## config.mk

```make
export PLATFORM = sky130hd
export DESIGN_NAME = cmm_mode_ctl
export DESIGN_NICKNAME = d
export VERILOG_FILES = /design/src/core/cmm_pkg.sv /design/src/core/cmm_mode_ctl.sv /design/src/core/cmm_thresh_decode.sv /design/src/core/cmm_status_sync.sv
export SDC_FILE = /design/constraint.sdc
export NUM_CORES = 1
export LEC_CHECK = 0
export BUFFER_PORTS_ARGS = -buffer_cell sky130_fd_sc_hd__buf_2
export CAP_MARGIN = 15
export CELL_PAD_IN_SITES_DETAIL_PLACEMENT = 1
export CELL_PAD_IN_SITES_GLOBAL_PLACEMENT = 1
export CORE_ASPECT_RATIO = 0.7
export CORE_MARGIN = 5
export CORE_UTILIZATION = 34
export DETAILED_ROUTE_END_ITERATION = 10
export PLACE_DENSITY_LB_ADDON = 0.15
export SLEW_MARGIN = 25
export SYNTH_ARGS = -nofsm -noshare
export SYNTH_HDL_FRONTEND = slang
export SYNTH_SLANG_ARGS = --single-unit
```

## constraint.sdc

```tcl
create_clock -name clk_in -period 2 [get_ports clk_in]
set_input_delay 0.2 -clock clk_in [delete_from_list [all_inputs] [get_ports clk_in]]
set_output_delay 0.2 -clock clk_in [all_outputs]
set_load 0.02 [all_outputs]
```

## src/core/cmm_pkg.sv

```systemverilog
// package of constants and types for the cache and miss file mode control block
//-----------------------------------------------------------------------------
// Overview of operation
// - cache mode clears on chip reset only
// - force hit makes every reference hit
// - inject inverts store-hit data parity only
// - report disable masks cache parity errors
// - miss mode clears on chip reset, bit5 timeout
// - read merge disable allocates unmergeable entries
// - flush always flushes buffer with entries
// - store merge disable allocates unmergeable entries
// - io prevent blocks io load merges
// - timer disable: low prio on lock/threshold
// - arbiter disable blocks read and store requests
// - bit6 shows read miss outstanding
// - bit7 shows store buffer outstanding
// - start threshold decodes 3,4,5,2 entries
// - stop threshold decodes 0,1,2,3 entries
//-----------------------------------------------------------------------------
`default_nettype none
package cmm_pkg;
  // register indices (printed offsets)
  localparam logic [9:0] CMM_IDX_CACHE_MODE = 10'h216;
  localparam logic [9:0] CMM_IDX_MISS_MODE = 10'h217;
  // cache mode field positions
  localparam int CMM_CM_ENABLE = 0;
  localparam int CMM_CM_FORCE_HIT = 1;
  localparam int CMM_CM_PAR_INJECT = 2;
  localparam int CMM_CM_PAR_RPT_DIS = 3;
  // miss mode field positions
  localparam int CMM_MM_RD_NOMERGE = 0;
  localparam int CMM_MM_FLUSH_ALWAYS = 1;
  localparam int CMM_MM_STORE_BUFFER_MERGE_DISABLE = 2;
  localparam int CMM_MM_IO_NOMERGE = 3;
  localparam int CMM_MM_TIMER_DIS = 4;
  localparam int CMM_MM_ARB_DIS = 5;
  localparam int CMM_MM_RD_PEND = 6;
  localparam int CMM_MM_WB_PEND = 7;
  localparam int CMM_MM_START_LO = 8;
  localparam int CMM_MM_STOP_LO = 10;
  // widths and reset values
  localparam int CMM_CM_W = 4;
  localparam int CMM_MM_W = 12;
  localparam logic [3:0] CMM_CM_RST = 4'h0;
  localparam logic [11:0] CMM_MM_RST = 12'h000;
  localparam logic [11:0] CMM_MM_WMASK = 12'hF3F;
  // physical address io space bit
  localparam int CMM_IO_ADDR_BIT = 39;
  // store buffer timer length and count width
  localparam logic [8:0] CMM_WB_TIMEOUT = 9'h100;
  localparam int CMM_CNT_W = 3;
  // threshold code table
  localparam logic [2:0] CMM_START_00 = 3'h3;
  localparam logic [2:0] CMM_START_01 = 3'h4;
  localparam logic [2:0] CMM_START_10 = 3'h5;
  localparam logic [2:0] CMM_START_11 = 3'h2;
  localparam logic [2:0] CMM_STOP_00 = 3'h0;
  localparam logic [2:0] CMM_STOP_01 = 3'h1;
  localparam logic [2:0] CMM_STOP_10 = 3'h2;
  localparam logic [2:0] CMM_STOP_11 = 3'h3;
  // cache control group
  typedef struct packed {
    logic cache_enable;
    logic cache_force_hit;
    logic parity_corrupt_inject;
    logic parity_report_disable;
  } cmm_cache_ctl_t;
  // miss file control group
  typedef struct packed {
    logic read_miss_merge_disable;
    logic store_buffer_flush_always;
    logic store_buffer_merge_disable;
    logic io_load_merge_prevent;
    logic store_buffer_timer_disable;
    logic miss_arbiter_disable;
  } cmm_miss_ctl_t;
  // low priority arbitration state
  typedef enum logic [0:0] {CMM_LP_IDLE, CMM_LP_ACTIVE} cmm_lp_state_t;
endpackage
`default_nettype wire

```

## src/core/cmm_mode_ctl.sv

```systemverilog
// mode registers and control decode for the data cache and miss file
`default_nettype none
module cmm_mode_ctl (
  // clock and resets
  input wire logic clk_in,
  input wire logic reset_n_in,
  input wire logic timeout_reset_in,
  // register port
  input wire logic [9:0] reg_addr_in,
  input wire logic [11:0] reg_wdata_in,
  input wire logic reg_wr_in,
  input wire logic reg_rd_in,
  output logic [11:0] reg_rdata_out,
  // cache access side
  input wire logic cache_tag_match_in,
  input wire logic cache_load_in,
  input wire logic cache_store_in,
  input wire logic cache_fill_in,
  input wire logic cache_int_store_in,
  input wire logic cache_data_parity_in,
  input wire logic cache_tag_perr_in,
  input wire logic cache_data_perr_in,
  output logic cache_hit_out,
  output logic cache_write_en_out,
  output logic cache_data_parity_out,
  output logic cache_perr_report_out,
  // miss file side
  input wire logic load_issue_in,
  input wire logic store_issue_in,
  input wire logic [39:0] load_paddr_in,
  input wire logic load_locked_in,
  input wire logic [2:0] wb_count_in,
  input wire logic read_miss_req_in,
  input wire logic wb_req_in,
  input wire logic other_req_in,
  input wire logic read_outstanding_in,
  input wire logic wb_outstanding_in,
  output logic load_new_nomerge_out,
  output logic store_new_nomerge_out,
  output logic io_load_nomerge_out,
  output logic wb_flush_out,
  output logic read_miss_grant_ok_out,
  output logic wb_grant_ok_out,
  output logic other_grant_ok_out,
  output logic wb_low_prio_req_out
);
  //---------------------------------------------------------------------------
  // registers
  //---------------------------------------------------------------------------
  logic [3:0] cache_mode_reg; // cache mode bits
  logic [3:0] cache_mode_next;
  logic [11:0] miss_mode_reg; // miss mode bits, status positions held zero
  logic [11:0] miss_mode_next;
  logic [11:0] rdata_reg; // read data register
  logic [11:0] rdata_next;
  logic [8:0] wb_timer_reg; // store buffer age timer
  logic [8:0] wb_timer_next;
  cmm_pkg::cmm_lp_state_t lp_state_reg; // low priority arbitration state
  cmm_pkg::cmm_lp_state_t lp_state_next;
  // registered outputs
  logic [7:0] cache_out_reg;
  logic [7:0] cache_out_next;
  logic [7:0] miss_out_reg;
  logic [7:0] miss_out_next;
  //---------------------------------------------------------------------------
  // decode
  //---------------------------------------------------------------------------
  wire sel_cache = (reg_addr_in == cmm_pkg::CMM_IDX_CACHE_MODE);
  wire sel_miss = (reg_addr_in == cmm_pkg::CMM_IDX_MISS_MODE);
  wire wr_cache = reg_wr_in & sel_cache;
  wire wr_miss = reg_wr_in & sel_miss;
  wire [1:0] pend_sync; // synchronised outstanding levels
  wire [2:0] start_cnt;
  wire [2:0] stop_cnt;
  cmm_pkg::cmm_cache_ctl_t cctl;
  cmm_pkg::cmm_miss_ctl_t mctl;
  assign cctl.cache_enable = cache_mode_reg[cmm_pkg::CMM_CM_ENABLE];
  assign cctl.cache_force_hit = cache_mode_reg[cmm_pkg::CMM_CM_FORCE_HIT];
  assign cctl.parity_corrupt_inject = cache_mode_reg[cmm_pkg::CMM_CM_PAR_INJECT];
  assign cctl.parity_report_disable = cache_mode_reg[cmm_pkg::CMM_CM_PAR_RPT_DIS];
  assign mctl.read_miss_merge_disable = miss_mode_reg[cmm_pkg::CMM_MM_RD_NOMERGE];
  assign mctl.store_buffer_flush_always = miss_mode_reg[cmm_pkg::CMM_MM_FLUSH_ALWAYS];
  assign mctl.store_buffer_merge_disable = miss_mode_reg[cmm_pkg::CMM_MM_STORE_BUFFER_MERGE_DISABLE];
  assign mctl.io_load_merge_prevent = miss_mode_reg[cmm_pkg::CMM_MM_IO_NOMERGE];
  assign mctl.store_buffer_timer_disable = miss_mode_reg[cmm_pkg::CMM_MM_TIMER_DIS];
  assign mctl.miss_arbiter_disable = miss_mode_reg[cmm_pkg::CMM_MM_ARB_DIS];
  // status sampling
  cmm_status_sync u_sync (
    .clk_in(clk_in),
    .reset_n_in(reset_n_in),
    .level_in({wb_outstanding_in, read_outstanding_in}),
    .level_out(pend_sync)
  );
  // threshold decoding
  cmm_thresh_decode u_thr (
    .start_code_in(miss_mode_reg[cmm_pkg::CMM_MM_START_LO +: 2]),
    .stop_code_in(miss_mode_reg[cmm_pkg::CMM_MM_STOP_LO +: 2]),
    .start_count_out(start_cnt),
    .stop_count_out(stop_cnt)
  );
  //---------------------------------------------------------------------------
  // register write
  //---------------------------------------------------------------------------
  // cache mode keeps value on timeout reset
  assign cache_mode_next = wr_cache ? reg_wdata_in[3:0] : cache_mode_reg;
  // miss mode: status bits never stored, arbiter disable cleared by timeout
  wire [11:0] miss_wr = wr_miss ? (reg_wdata_in & cmm_pkg::CMM_MM_WMASK) : miss_mode_reg;
  wire [11:0] arb_clr = ~(12'h001 << cmm_pkg::CMM_MM_ARB_DIS);
  assign miss_mode_next = timeout_reset_in ? (miss_wr & arb_clr) : miss_wr;
  // read mux with live status
  wire [11:0] miss_view = miss_mode_reg |
                          ({11'h000, pend_sync[0]} << cmm_pkg::CMM_MM_RD_PEND) |
                          ({11'h000, pend_sync[1]} << cmm_pkg::CMM_MM_WB_PEND);
  assign rdata_next = !reg_rd_in ? 12'h000 :
                      sel_cache ? {8'h00, cache_mode_reg} :
                      sel_miss ? miss_view : 12'h000;
  // register update, chip reset clears both
  always_ff @(posedge clk_in or negedge reset_n_in) begin
    if (!reset_n_in) begin
      cache_mode_reg <= cmm_pkg::CMM_CM_RST;
      miss_mode_reg <= cmm_pkg::CMM_MM_RST;
      rdata_reg <= 12'h000;
    end else begin
      cache_mode_reg <= cache_mode_next;
      miss_mode_reg <= miss_mode_next;
      rdata_reg <= rdata_next;
    end
  end
  assign reg_rdata_out = rdata_reg;
  //---------------------------------------------------------------------------
  // cache control
  //---------------------------------------------------------------------------
  // force hit overrides tag and disable; without force hit, disable forces miss
  wire hit_c = cctl.cache_force_hit | (cctl.cache_enable & cache_tag_match_in);
  wire wen_c = cctl.cache_enable & (cache_fill_in | (cache_store_in & hit_c));
  // inversion only on integer store hits, never fills
  wire inv_c = cctl.parity_corrupt_inject & cache_int_store_in & hit_c & ~cache_fill_in;
  wire par_c = cache_data_parity_in ^ inv_c;
  wire rpt_c = ~cctl.parity_report_disable & (cache_tag_perr_in | cache_data_perr_in);
  wire unused_ld = cache_load_in;
  assign cache_out_next = {4'h0, hit_c & (cache_load_in | cache_store_in | 1'b1), wen_c,
                           par_c, rpt_c};
  //---------------------------------------------------------------------------
  // miss file control
  //---------------------------------------------------------------------------
  wire ld_nm = load_issue_in & mctl.read_miss_merge_disable;
  wire st_nm = store_issue_in & mctl.store_buffer_merge_disable;
  wire io_nm = load_issue_in & mctl.io_load_merge_prevent &
               load_paddr_in[cmm_pkg::CMM_IO_ADDR_BIT];
  wire flush = mctl.store_buffer_flush_always & (wb_count_in != 3'h0);
  wire rd_ok = read_miss_req_in & ~mctl.miss_arbiter_disable;
  wire wb_ok = wb_req_in & ~mctl.miss_arbiter_disable;
  wire oth_ok = other_req_in;
  // age timer counts while buffer holds entries and timer enabled
  wire timer_hit = ~mctl.store_buffer_timer_disable & (wb_timer_reg == cmm_pkg::CMM_WB_TIMEOUT);
  assign wb_timer_next = (wb_count_in == 3'h0 || mctl.store_buffer_timer_disable) ? 9'h000 :
                         timer_hit ? 9'h000 : wb_timer_reg + 9'h001;
  // hysteresis between start and stop thresholds
  always_comb begin
    lp_state_next = lp_state_reg;
    case (lp_state_reg)
      cmm_pkg::CMM_LP_IDLE: begin
        if (wb_count_in >= start_cnt) begin
          lp_state_next = cmm_pkg::CMM_LP_ACTIVE;
        end
      end
      cmm_pkg::CMM_LP_ACTIVE: begin
        if (wb_count_in <= stop_cnt) begin
          lp_state_next = cmm_pkg::CMM_LP_IDLE;
        end
      end
      default: begin
        lp_state_next = cmm_pkg::CMM_LP_IDLE;
      end
    endcase
  end
  wire lp_req = (wb_count_in != 3'h0) &
                (load_locked_in | (lp_state_next == cmm_pkg::CMM_LP_ACTIVE) | timer_hit);
  assign miss_out_next = {ld_nm, st_nm, io_nm, flush, rd_ok, wb_ok, oth_ok, lp_req};
  // control state and registered outputs
  always_ff @(posedge clk_in or negedge reset_n_in) begin
    if (!reset_n_in) begin
      wb_timer_reg <= 9'h000;
      lp_state_reg <= cmm_pkg::CMM_LP_IDLE;
      cache_out_reg <= 8'h00;
      miss_out_reg <= 8'h00;
    end else begin
      wb_timer_reg <= wb_timer_next;
      lp_state_reg <= lp_state_next;
      cache_out_reg <= cache_out_next;
      miss_out_reg <= miss_out_next;
    end
  end
  assign cache_hit_out = cache_out_reg[3];
  assign cache_write_en_out = cache_out_reg[2];
  assign cache_data_parity_out = cache_out_reg[1];
  assign cache_perr_report_out = cache_out_reg[0];
  assign load_new_nomerge_out = miss_out_reg[7];
  assign store_new_nomerge_out = miss_out_reg[6];
  assign io_load_nomerge_out = miss_out_reg[5];
  assign wb_flush_out = miss_out_reg[4];
  assign read_miss_grant_ok_out = miss_out_reg[3];
  assign wb_grant_ok_out = miss_out_reg[2];
  assign other_grant_ok_out = miss_out_reg[1];
  assign wb_low_prio_req_out = miss_out_reg[0];
endmodule // cmm_mode_ctl
`default_nettype wire

```

## src/core/cmm_thresh_decode.sv

```systemverilog
// threshold code decoder for store buffer low priority arbitration
`default_nettype none
module cmm_thresh_decode (
  // codes
  input wire logic [1:0] start_code_in,
  input wire logic [1:0] stop_code_in,
  // decoded entry counts
  output logic [2:0] start_count_out,
  output logic [2:0] stop_count_out
);
  // start code lookup
  assign start_count_out = (start_code_in == 2'h0) ? cmm_pkg::CMM_START_00 :
                           (start_code_in == 2'h1) ? cmm_pkg::CMM_START_01 :
                           (start_code_in == 2'h2) ? cmm_pkg::CMM_START_10 :
                           cmm_pkg::CMM_START_11;
  // stop code lookup
  assign stop_count_out = (stop_code_in == 2'h0) ? cmm_pkg::CMM_STOP_00 :
                          (stop_code_in == 2'h1) ? cmm_pkg::CMM_STOP_01 :
                          (stop_code_in == 2'h2) ? cmm_pkg::CMM_STOP_10 :
                          cmm_pkg::CMM_STOP_11;
endmodule // cmm_thresh_decode
`default_nettype wire

```

## src/core/cmm_status_sync.sv

```systemverilog
// two flop synchroniser for the outstanding request levels
`default_nettype none
module cmm_status_sync (
  // clock and reset
  input wire logic clk_in,
  input wire logic reset_n_in,
  // raw levels
  input wire logic [1:0] level_in,
  // synchronised levels
  output logic [1:0] level_out
);
  logic [1:0] stage1_reg; // first stage, read only by the second
  logic [1:0] stage2_reg; // second stage
  // two flops per level
  always_ff @(posedge clk_in or negedge reset_n_in) begin
    if (!reset_n_in) begin
      stage1_reg <= 2'h0;
      stage2_reg <= 2'h0;
    end else begin
      stage1_reg <= level_in;
      stage2_reg <= stage1_reg;
    end
  end
  assign level_out = stage2_reg;
endmodule // cmm_status_sync
`default_nettype wire

```

# Word level (Yosys, flattened, before mapping)
# Cells that the tools add are included.
[totals]
regBits = 54
inputBits = 86
out_inout_bits = 24
word_cells = 73
[op_classes]
n_addsub = 1
n_lt_le_gt_ge = 2
n_eq_ne = 7
n_mux = 16
bitwise_logic = 31
reduce_logical = 6
[op_table]
columns = ["cell", "n"]
rows = [
  ["$mux W12", 4],
  ["$eq A10 B10 Y1 const B", 2],
  ["$and A1 B1 Y1", 18],
  ["$mux W9", 2],
  ["$mux W3", 5],
  ["$or A12 B7 Y12", 1],
  ["$or A12 B8 Y12", 1],
  ["$add A9 B1 Y9 const B", 1],
  ["$eq A9 B9 Y1 const B", 1],
  ["$mux W6", 1],
  ["$not A1 Y1", 5],
  ["$or A1 B1 Y1", 5],
  ["$eq A2 B1 Y1 const B", 2],
  ["$eq A2 B2 Y1 const B", 2],
  ["$logic_not A2 Y1", 2],
  ["$ge A3 B3 Y1", 1],
  ["$le A3 B3 Y1", 1],
  ["$logic_not A3 Y1", 1],
  ["$mux W1", 3],
  ["$reduce_bool A3 Y1", 1],
  ["$pmux W1 S2", 1],
  ["$reduce_bool A2 Y1", 1],
  ["$logic_or A1 B1 Y1", 1],
  ["$xor A1 B1 Y1", 1],
]

# Logic depth before layout (Yosys ltp)
# Gate-level depths: netlist (run 1).
[logic_depth]
ltp_word = 10
depth_mapped = 7
mapped_depth_nobuf = 7

# Modules after synthesis
# From an unflattened synthesis (run 1), not the netlist that was laid out.
[unflattened]
hier_cells = 175
hier_area_um2 = 2199.6
[modules_own_cells]
columns = ["mod", "n_inst", "cells_each", "area_per_inst_um2", "seq_area_each_um2"]
rows = [
  ["cmm_mode_ctl", 1, 161, 2038.2, 1201.2],
  ["cmm_status_sync", 1, 4, 100.1, 100.1],
  ["cmm_thresh_decode", 1, 10, 61.3, 0.0],
]

# Worst setup path before layout (run 1)
# No wires, ideal clock.
[synth_path]
path_kind = "reg2reg"
startpoint = "register miss_mode_reg[9]"
endpoint = "register miss_out_reg[0]"
setup_time_ns = 0.119
arrival_ns = 1.538
t_required_ns = 1.881
setup_slack_ns = 0.343
stages_incl_launch_ff = 8
n_path_buf = 0
period_less_slack_ns = 1.657
cell_sequence = "dfrtp_1 xnor2_1 inv_1 ha_1 o21ai_0 a21oi_1 o32a_1 o21ba_2"
[synth_via]
elab_chain_cells = 10
word_cells_on_any_way = 12
classes_between = "1 x order compare; 2 x eq/ne; 5 x mux; 3 x bitwise; 1 x reduce/logical"
[synth_lines]
columns = ["element", "line", "text"]
rows = [
  ["start: declaration", "cmm_mode_ctl.sv:52", "logic [11:0] miss_mode_reg;"],
  ["start signal: assignment", "cmm_mode_ctl.sv:121", "miss_mode_reg <= cmm_pkg::CMM_MM_RST;"],
  ["start signal: assignment", "cmm_mode_ctl.sv:125", "miss_mode_reg <= miss_mode_next;"],
  ["$eq A2 B2 Y1", "cmm_thresh_decode.sv:14", "(start_code_in == 2'h2) ? cmm_pkg::CMM_START_10 :"],
  ["$mux W3", "cmm_thresh_decode.sv:14", ""],
  ["$mux W3", "cmm_thresh_decode.sv:13", "(start_code_in == 2'h1) ? cmm_pkg::CMM_START_01 :"],
  ["$mux W3 *", "cmm_thresh_decode.sv:12", "assign start_count_out = (start_code_in == 2'h0) ? cmm_pkg::CMM_START_00 :"],
  ["$ge A3 B3 Y1 *", "cmm_mode_ctl.sv:163", "if (wb_count_in >= start_cnt) begin"],
  ["$mux W1 *", "cmm_mode_ctl.sv:163", ""],
  ["$pmux W1 S2 *", "cmm_mode_ctl.sv:161", "case (lp_state_reg)"],
  ["named net lp_state_next", "cmm_mode_ctl.sv:59", "cmm_pkg::cmm_lp_state_t lp_state_next;"],
  ["$or A1 B1 Y1 * (2 in a row)", "cmm_mode_ctl.sv:178", "(load_locked_in | (lp_state_next == cmm_pkg::CMM_LP_ACTIVE) | timer_hit);"],
  ["$and A1 B1 Y1 *", "cmm_mode_ctl.sv:177", "wire lp_req = (wb_count_in != 3'h0) &"],
  ["named net lp_req", "cmm_mode_ctl.sv:177", ""],
  ["end signal: assignment", "cmm_mode_ctl.sv:191", "miss_out_reg <= miss_out_next;"],
  ["end: declaration", "cmm_mode_ctl.sv:63", "logic [7:0] miss_out_reg;"],
]
# Mark *: on every way through the listed nets, which the timed path passes. The rest lies on a longest branch.
# A chain may end at the register's enable or synchronous reset.

# Worst setup path in the final report (run 1)
# Same ends and word-level chain as after synthesis.

==> out/results.ini, run 1 <==
[critical_path]
cp_cell_sequence = xnor2_1 -> inv_1 -> ha_1 -> o21ai_0 -> a21oi_1 -> o32a_1 -> o21ba_2
critPathMaxFanout = 3
worst-setup-path-type = flip-flop to flip-flop
r2r_end = miss_out_reg[0]$_DFF_PN0_
cpMaxStageDelayCell = dfrtp_1
crit_family = compound AO/OA/AOI/OAI gates
reg2reg_depth = 7
cpPeakStageDelay_ns = 0.42
critPathLaunchType = flip-flop
critPathBufInv = 1
worst_setup_path_end_kind = flip-flop
crit_arrival_ns = 2.01
r2r_slack_ns = 0.18
required_ns = 2.20
crit_cells = 7
cp-endpoint = miss_out_reg[0]$_DFF_PN0_
startpoint = miss_mode_reg[9]$_DFFE_PN0P_
critical_path.reg2reg.startpoint = miss_mode_reg[9]$_DFFE_PN0P_

[route]
avgViaCountPerCell = 4.63
wl_per_cell_um = 15.0
firstDrtPassIters = 4
drt-total-wl_mm = 4.87
ant_nets = 0
drc_errors = 0
num_vias = 1501
drt_iter0_drc = 35

[synthesis]
synth.most_common_cell = dfrtp_1
ys_seq_area_share_pct = 61.5
synth_nets = 257
synth_top_area_share_pct = 61.5
synth_area_leader_cell = dfrtp_1
ys_seq_elements = 52
synth_cells = 164
synth.avg_cell_area_um2 = 12.9
synth_edf_count = 0
ys.flop_type = dfrtp_1
yosysUniqueCellTypes = 33
synthArstFlopShare_pct = 100
synth_top_cells_by_area = dfrtp_1 61%, mux2_2 6.9%, ha_1 4.1%, nor2_1 3.9%, xnor2_1 2.5%
synth_warnings = 0
ys_top_cells_by_count = 52 x dfrtp_1, 22 x nor2_1, 13 x mux2_2, 8 x and2_1, 8 x inv_1
netlist_area_um2 = 2120

[die]
num_rows = 24
die_x_um = 104
die_h_um = 76.0
ios = 110
initial_core_util_pct = 34.6
core_um2 = 6130
dieArea_um2 = 7930

[placement]
dp_hpwl_mm = 3.79
gp_congestion = 0.734
dp.cells = 312
numPortBuffers = 67

[sta]
fmax_mhz = 551
rsz0062_at_grt = no
final.period_utilization_pct = 90.8
worstMarginPinSlew_ns = 0.573
hold_slack_ns = 0.0391
max-slew-margin-rel_pct = 61.8
final-hold-violation-count = 0
setup_viol = 0
final.setup.tns_ns = 0
slew_violations = 0
clock_skew_ns = 0.00826
fin_crit_ns = 1.82

[finish]
syn_to_final_growth_pct = 28.3
instances_no_fill = 324
final_nets = 338
drive_above_1_share_pct = 39.0
antenna_cells = 0
nFillCells = 680
largest_register_ffs = 12

[clock_tree]
cts.path.max_buffers = 2
cts_tree = yes
h-tree-depth = 2
clkTransAtPathRegs_ns = 0.10
cts_buffers = 5
clk_latency_ns = 0.30
cts.sinks = 52
clk_root_buffer_cell = clkbuf_8
cts_setup_buffers = 0

[power_and_ir_drop]
total_power_w = 0.00203
power_density_nw_per_um2 = 747
static-leakage-power_nw = 1.45
ir_drop_uv = 258

[global_routing]
grt_pass1_wl_mm = 8.13
grt_pass1_vias = 1584
grt.overflow.total = 0
grt_antenna_before_repair = 0
grt_use_total_pct = 12.7
grt_start_max_net_pins = 30

[outcome]
outcome = finished, final reports clean

[job]
cap_violations = 0

[worst_hold_path]
hp-class = input pin to flip-flop

[logic make-up (layout without fill, tap and decap cells)]
kind of cell	after synthesis	in the layout	share of synthesized area [%]
compound gates	7	7	2.42
xor+xnor	9	9	3.72
fa+ha+maj	7	7	4.14
buf+inv	9	91	1.65
flops	52	52	61.5
mux	18	18	9.28
simple gates	62	62	17.3
[power by group]
part | switching, W | internal (W)
clock | 0.000357 | 0.000250
sequential | 0.0000654 | 0.00111
combinational | 0.000122 | 0.000125
[worst min path at each step]
stage / to / cells after the start / slack, ns / from
2_1_floorplan: cache_mode_reg[0]$_DFFE_PN0P_ / 0 / -0.1 / reset_n_in
6_report: miss_mode_reg[5]$_DFFE_PN0P_ / 2 / 0.04 / timeout_reset_in
3_5_place_dp: cache_out_reg[0]$_DFF_PN0_ / 1 / 0.24 / reset_n_in
5_1_grt: miss_mode_reg[5]$_DFFE_PN0P_ / 2 / 0.03 / timeout_reset_in
4_1_cts: miss_mode_reg[5]$_DFFE_PN0P_ / 2 / 0.04 / timeout_reset_in
3_3_place_gp: cache_out_reg[0]$_DFF_PN0_ / 1 / 0.23 / reset_n_in
[worst register-to-register path, cell delays in order (launching register included)]
cell and delay, ns:
dfrtp_1 0.42, xnor2_1 0.23, inv_1 0.07, ha_1 0.27, o21ai_0 0.15, a21oi_1 0.06, o32a_1 0.30, o21ba_2 0.21
[metal layers]
| layer | track usage [%] | vias up | routed length, um |
|---|---|---|---|
| li1 | - | 715 | - |
| met1 | 18.6 | 727 | 2430 |
| met2 | 17.8 | 52 | 2030 |
| met3 | 3.81 | 7 | 346 |
| met4 | 4.27 | 0 | 64 |
| met5 | 0 | - | 0 |
[placed cells by master (no fill, tap or decap), drive strengths merged]
cell type,n
ha,7
nand4,4
and4b,1
nor4b,2
clkinv,1
and2b,1
o21ai,1
a21oi,2
a21o,1
nor3,4
clkinvlp,1
xnor2,6
inv,8
and2,8
dfrtp,52
and3,4
nor2b,5
nand3b,1
buf,71
nand2b,2
o21ba,1
nand3,5
dlygate4sd3,4
nand2,1
mux2,13
clkbuf,6
mux2i,5
a2bb2oi,1
and3b,1
nor2,22
nand4b,1
o32a,1
xor2,3
[stage by stage]
stage / setup WS, ns / instance area, um^2 / utilization [%]
floorplan: 0.343 / 2120 / -
global placement: 0.228 / 2590 / 42.2
detailed placement: 0.186 / 2590 / 42.2
CTS: 0.164 / 2720 / 44.3
global route: 0.0536 / 2720 / 44.3
finish: 0.185 / 2720 / 44.3
[what timing repair did]
item                                   4_1_cts  5_1_grt
gates resized for setup                      0        0
endpoints found under the hold margin       26        0
hold buffers                                 4        0
[layout make-up]
cell class | instances | area (um^2) | share of cell area [%]
Sequential cell | 52 | 1300 | 47.9
Tap cell | 78 | 97.6 | 3.59
Timing Repair Buffer | 75 | 418 | 15.4
Multi-Input combinational cell | 103 | 781 | 28.7
Clock buffer | 6 | 72.6 | 2.67
Clock inverter | 2 | 16.3 | 0.599
Inverter | 8 | 30.0 | 1.11
Note: power is estimated with default switching activity, not from simulation.
==> run 2: changes to the inputs <==
RECOVER_POWER = 50   (was not set)
==> out/results.ini, run 2 (synthesis gave the netlist of run 1 again) <==
[outcome]
outcome = finished, final reports clean  ; unchanged

[critical_path]
r2r_slack_ns = 0.18  ; about the same
cp_cell_sequence = xnor2_1 -> inv_1 -> ha_1 -> o21ai_0 -> a21oi_1 -> o32a_1 -> o21ba_2  ; unchanged
critPathBufInv = 1  ; unchanged
worst_setup_path_end_kind = flip-flop  ; unchanged
critPathMaxFanout = 3  ; unchanged
r2r_end = miss_out_reg[0]$_DFF_PN0_  ; unchanged
crit_family = compound AO/OA/AOI/OAI gates  ; unchanged
crit_arrival_ns = 2.01  ; about the same
cpMaxStageDelayCell = dfrtp_1  ; unchanged
required_ns = 2.20  ; about the same
reg2reg_depth = 7  ; unchanged
critical_path.reg2reg.startpoint = miss_mode_reg[9]$_DFFE_PN0P_  ; unchanged
critPathLaunchType = flip-flop  ; unchanged
worst-setup-path-type = flip-flop to flip-flop  ; unchanged
cpPeakStageDelay_ns = 0.42  ; about the same

[die]
core_um2 = 6130  ; unchanged
dieArea_um2 = 7930  ; unchanged
die_x_um = 104  ; unchanged
initial_core_util_pct = 34.6  ; unchanged
num_rows = 24  ; unchanged
ios = 110  ; unchanged
die_h_um = 76.0  ; unchanged

[placement]
dpl_cell_area_um2 = 2590  ; unchanged
numPortBuffers = 67  ; unchanged
gp_congestion = 0.734  ; unchanged
dp_hpwl_mm = 3.79  ; unchanged
dp_slack_ns = 0.186  ; unchanged

[finish]
drive_above_1_share_pct = 28.9  ; was 39.0%
layout_commonest_cell = dfrtp_1  ; was buf_2
final_nets = 338  ; unchanged
final_cell_mix = 52 x dfrtp_1, 44 x buf_2, 25 x clkbuf_1  ; was 67 x buf_2, 52 x dfrtp_1, 22 x nor2_1
largest_register_ffs = 12  ; unchanged
final_util_pct = 43.6  ; was 44.3%
syn_to_final_growth_pct = 26.1  ; was 28.3%
stdcell_area_um2 = 2670  ; was 2720 um^2
nFillCells = 690  ; was 680
antenna_cells = 0  ; unchanged

[route]
drc_errors = 0  ; unchanged
avgViaCountPerCell = 4.65  ; was 4.63
drt_iter0_drc = 25  ; was 35
routed-wl-met2_mm = 2.03  ; about the same
dr_wl_met3_um = 344  ; was 346 um
wl_per_cell_um = 15.1  ; was 15.0 um
num_vias = 1505  ; was 1501
routed.top_layer = met4  ; unchanged
drt-total-wl_mm = 4.90  ; was 4.87 mm
ant_nets = 0  ; unchanged
m1WireLength_mm = 2.46  ; was 2.43 mm
firstDrtPassIters = 4  ; unchanged

[sta]
fin_crit_ns = 1.82  ; about the same
final.setup.tns_ns = 0  ; unchanged
final.period_utilization_pct = 90.8  ; about the same
hold_slack_ns = 0.0383  ; was 0.0391 ns
worstMarginPinSlew_ns = 1.38  ; was 0.573 ns
setup_slack_ns = 0.185  ; about the same
clock_skew_ns = 0.00831  ; was 0.00826 ns
slew_violations = 0  ; unchanged
max-slew-margin-rel_pct = 8.08  ; was 61.8%
final-hold-violation-count = 0  ; unchanged
fmax_mhz = 551  ; about the same
setup_viol = 0  ; unchanged
rsz0062_at_grt = no  ; unchanged

[power_and_ir_drop]
ir_drop_uv = 258  ; about the same
static-leakage-power_nw = 1.36  ; was 1.45 nW
swShare_pct = 26.8  ; about the same
combPwrFrac_pct = 11.9  ; was 12.1%
p_clk_share_pct = 30.0  ; was 29.9%
pwr-share-seq_pct = 58.1  ; was 58.0%
p_int_w = 0.00148  ; was 0.00149 W
power_density_nw_per_um2 = 759  ; was 747 nW/um^2
power.switching_w = 0.000544  ; about the same

[global_routing]
grt_pass1_vias = 1584  ; unchanged
grt_use_total_pct = 12.7  ; unchanged
grt_start_max_net_pins = 30  ; unchanged
grt_pass1_wl_mm = 8.13  ; unchanged
grt.overflow.total = 0  ; unchanged
grt_antenna_before_repair = 0  ; unchanged

[worst_hold_path]
hp-class = input pin to flip-flop  ; unchanged
min_to = miss_mode_reg[5]$_DFFE_PN0P_  ; unchanged
whs_path_depth = 2  ; unchanged
hp-start = timeout_reset_in  ; unchanged

[clock_tree]
h-tree-depth = 2  ; unchanged
cts_resized = 0  ; unchanged
clk_latency_ns = 0.30  ; about the same
cts.sinks = 52  ; unchanged
cts.path.max_buffers = 2  ; unchanged
cts_buffers = 5  ; unchanged
cts_tree = yes  ; unchanged
clk_root_buffer_cell = clkbuf_8  ; unchanged
cts_setup_buffers = 0  ; unchanged
clkTransAtPathRegs_ns = 0.10  ; about the same

[job]
cap_violations = 0  ; unchanged

run 2: changes by cell type in the layout (fill, tap and decap cells not counted):
cell      before  now
clkbuf_1       1   25
buf_2         67   44
and2_0         0    1
and2_1         8    7
buf_4          3    2
nor4b_1        1    2
nor4b_4        1    0
run 2: layer usage:
| layer | global-route usage, % | up-vias |
|---|---|---|
| met3 | 3.81 | 7 |
| met5 | 0 | - |
| met4 | 4.27 | 0 |
| met1 | 18.6 | 730 |
| met2 | 17.8 | 52 |
| li1 | - | 716 |
run 2: timing repair:
action	4_1_cts	5_1_grt
hold buffers	4	0
setup endpoints to repair	0	0
endpoints found under the hold margin	26	0
run 2: power by group through the flow:
stage,clock network [W],logic [W],registers (W)
global route,0.000665,0.000279,0.00119
CTS,0.000623,0.000254,0.00118
floorplan,0,0.000125,0.00119
finish,0.000608,0.000241,0.00118
detailed placement,0,0.000247,0.00120
global placement,0,0.000237,0.00119
run 2: layout make-up:
type / count / area, um^2 / area share (%)
flip-flops and latches: 52 / 1300 / 48.8
multi-input cells: 103 / 766 / 28.7
repair buffers: 75 / 385 / 14.4
well taps: 78 / 97.6 / 3.66
clock buffers: 6 / 72.6 / 2.72
inverters: 8 / 30.0 / 1.13
clock inverters: 2 / 16.3 / 0.609
run 2: metrics by stage:
step	power, W	instances
global placement	0.00143	312
finish	0.00203	324
detailed placement	0.00144	312
CTS	0.00205	324
global route	0.00213	324
floorplan	0.00132	164
run 2: worst max-delay path by stage:
stage,slack [ns],end,from,cells past startpoint
after floorplan,0.34,miss_out_reg[0]$_DFF_PN0_,miss_mode_reg[9]$_DFFE_PN0P_,7
final,0.18,miss_out_reg[0]$_DFF_PN0_,miss_mode_reg[9]$_DFFE_PN0P_,7
after global routing,0.05,miss_out_reg[0]$_DFF_PN0_,miss_mode_reg[9]$_DFFE_PN0P_,7
after CTS,0.16,miss_out_reg[0]$_DFF_PN0_,miss_mode_reg[9]$_DFFE_PN0P_,7
after detailed placement,0.19,miss_out_reg[0]$_DFF_PN0_,miss_mode_reg[9]$_DFFE_PN0P_,7
after global placement,0.23,miss_out_reg[0]$_DFF_PN0_,miss_mode_reg[9]$_DFFE_PN0P_,7
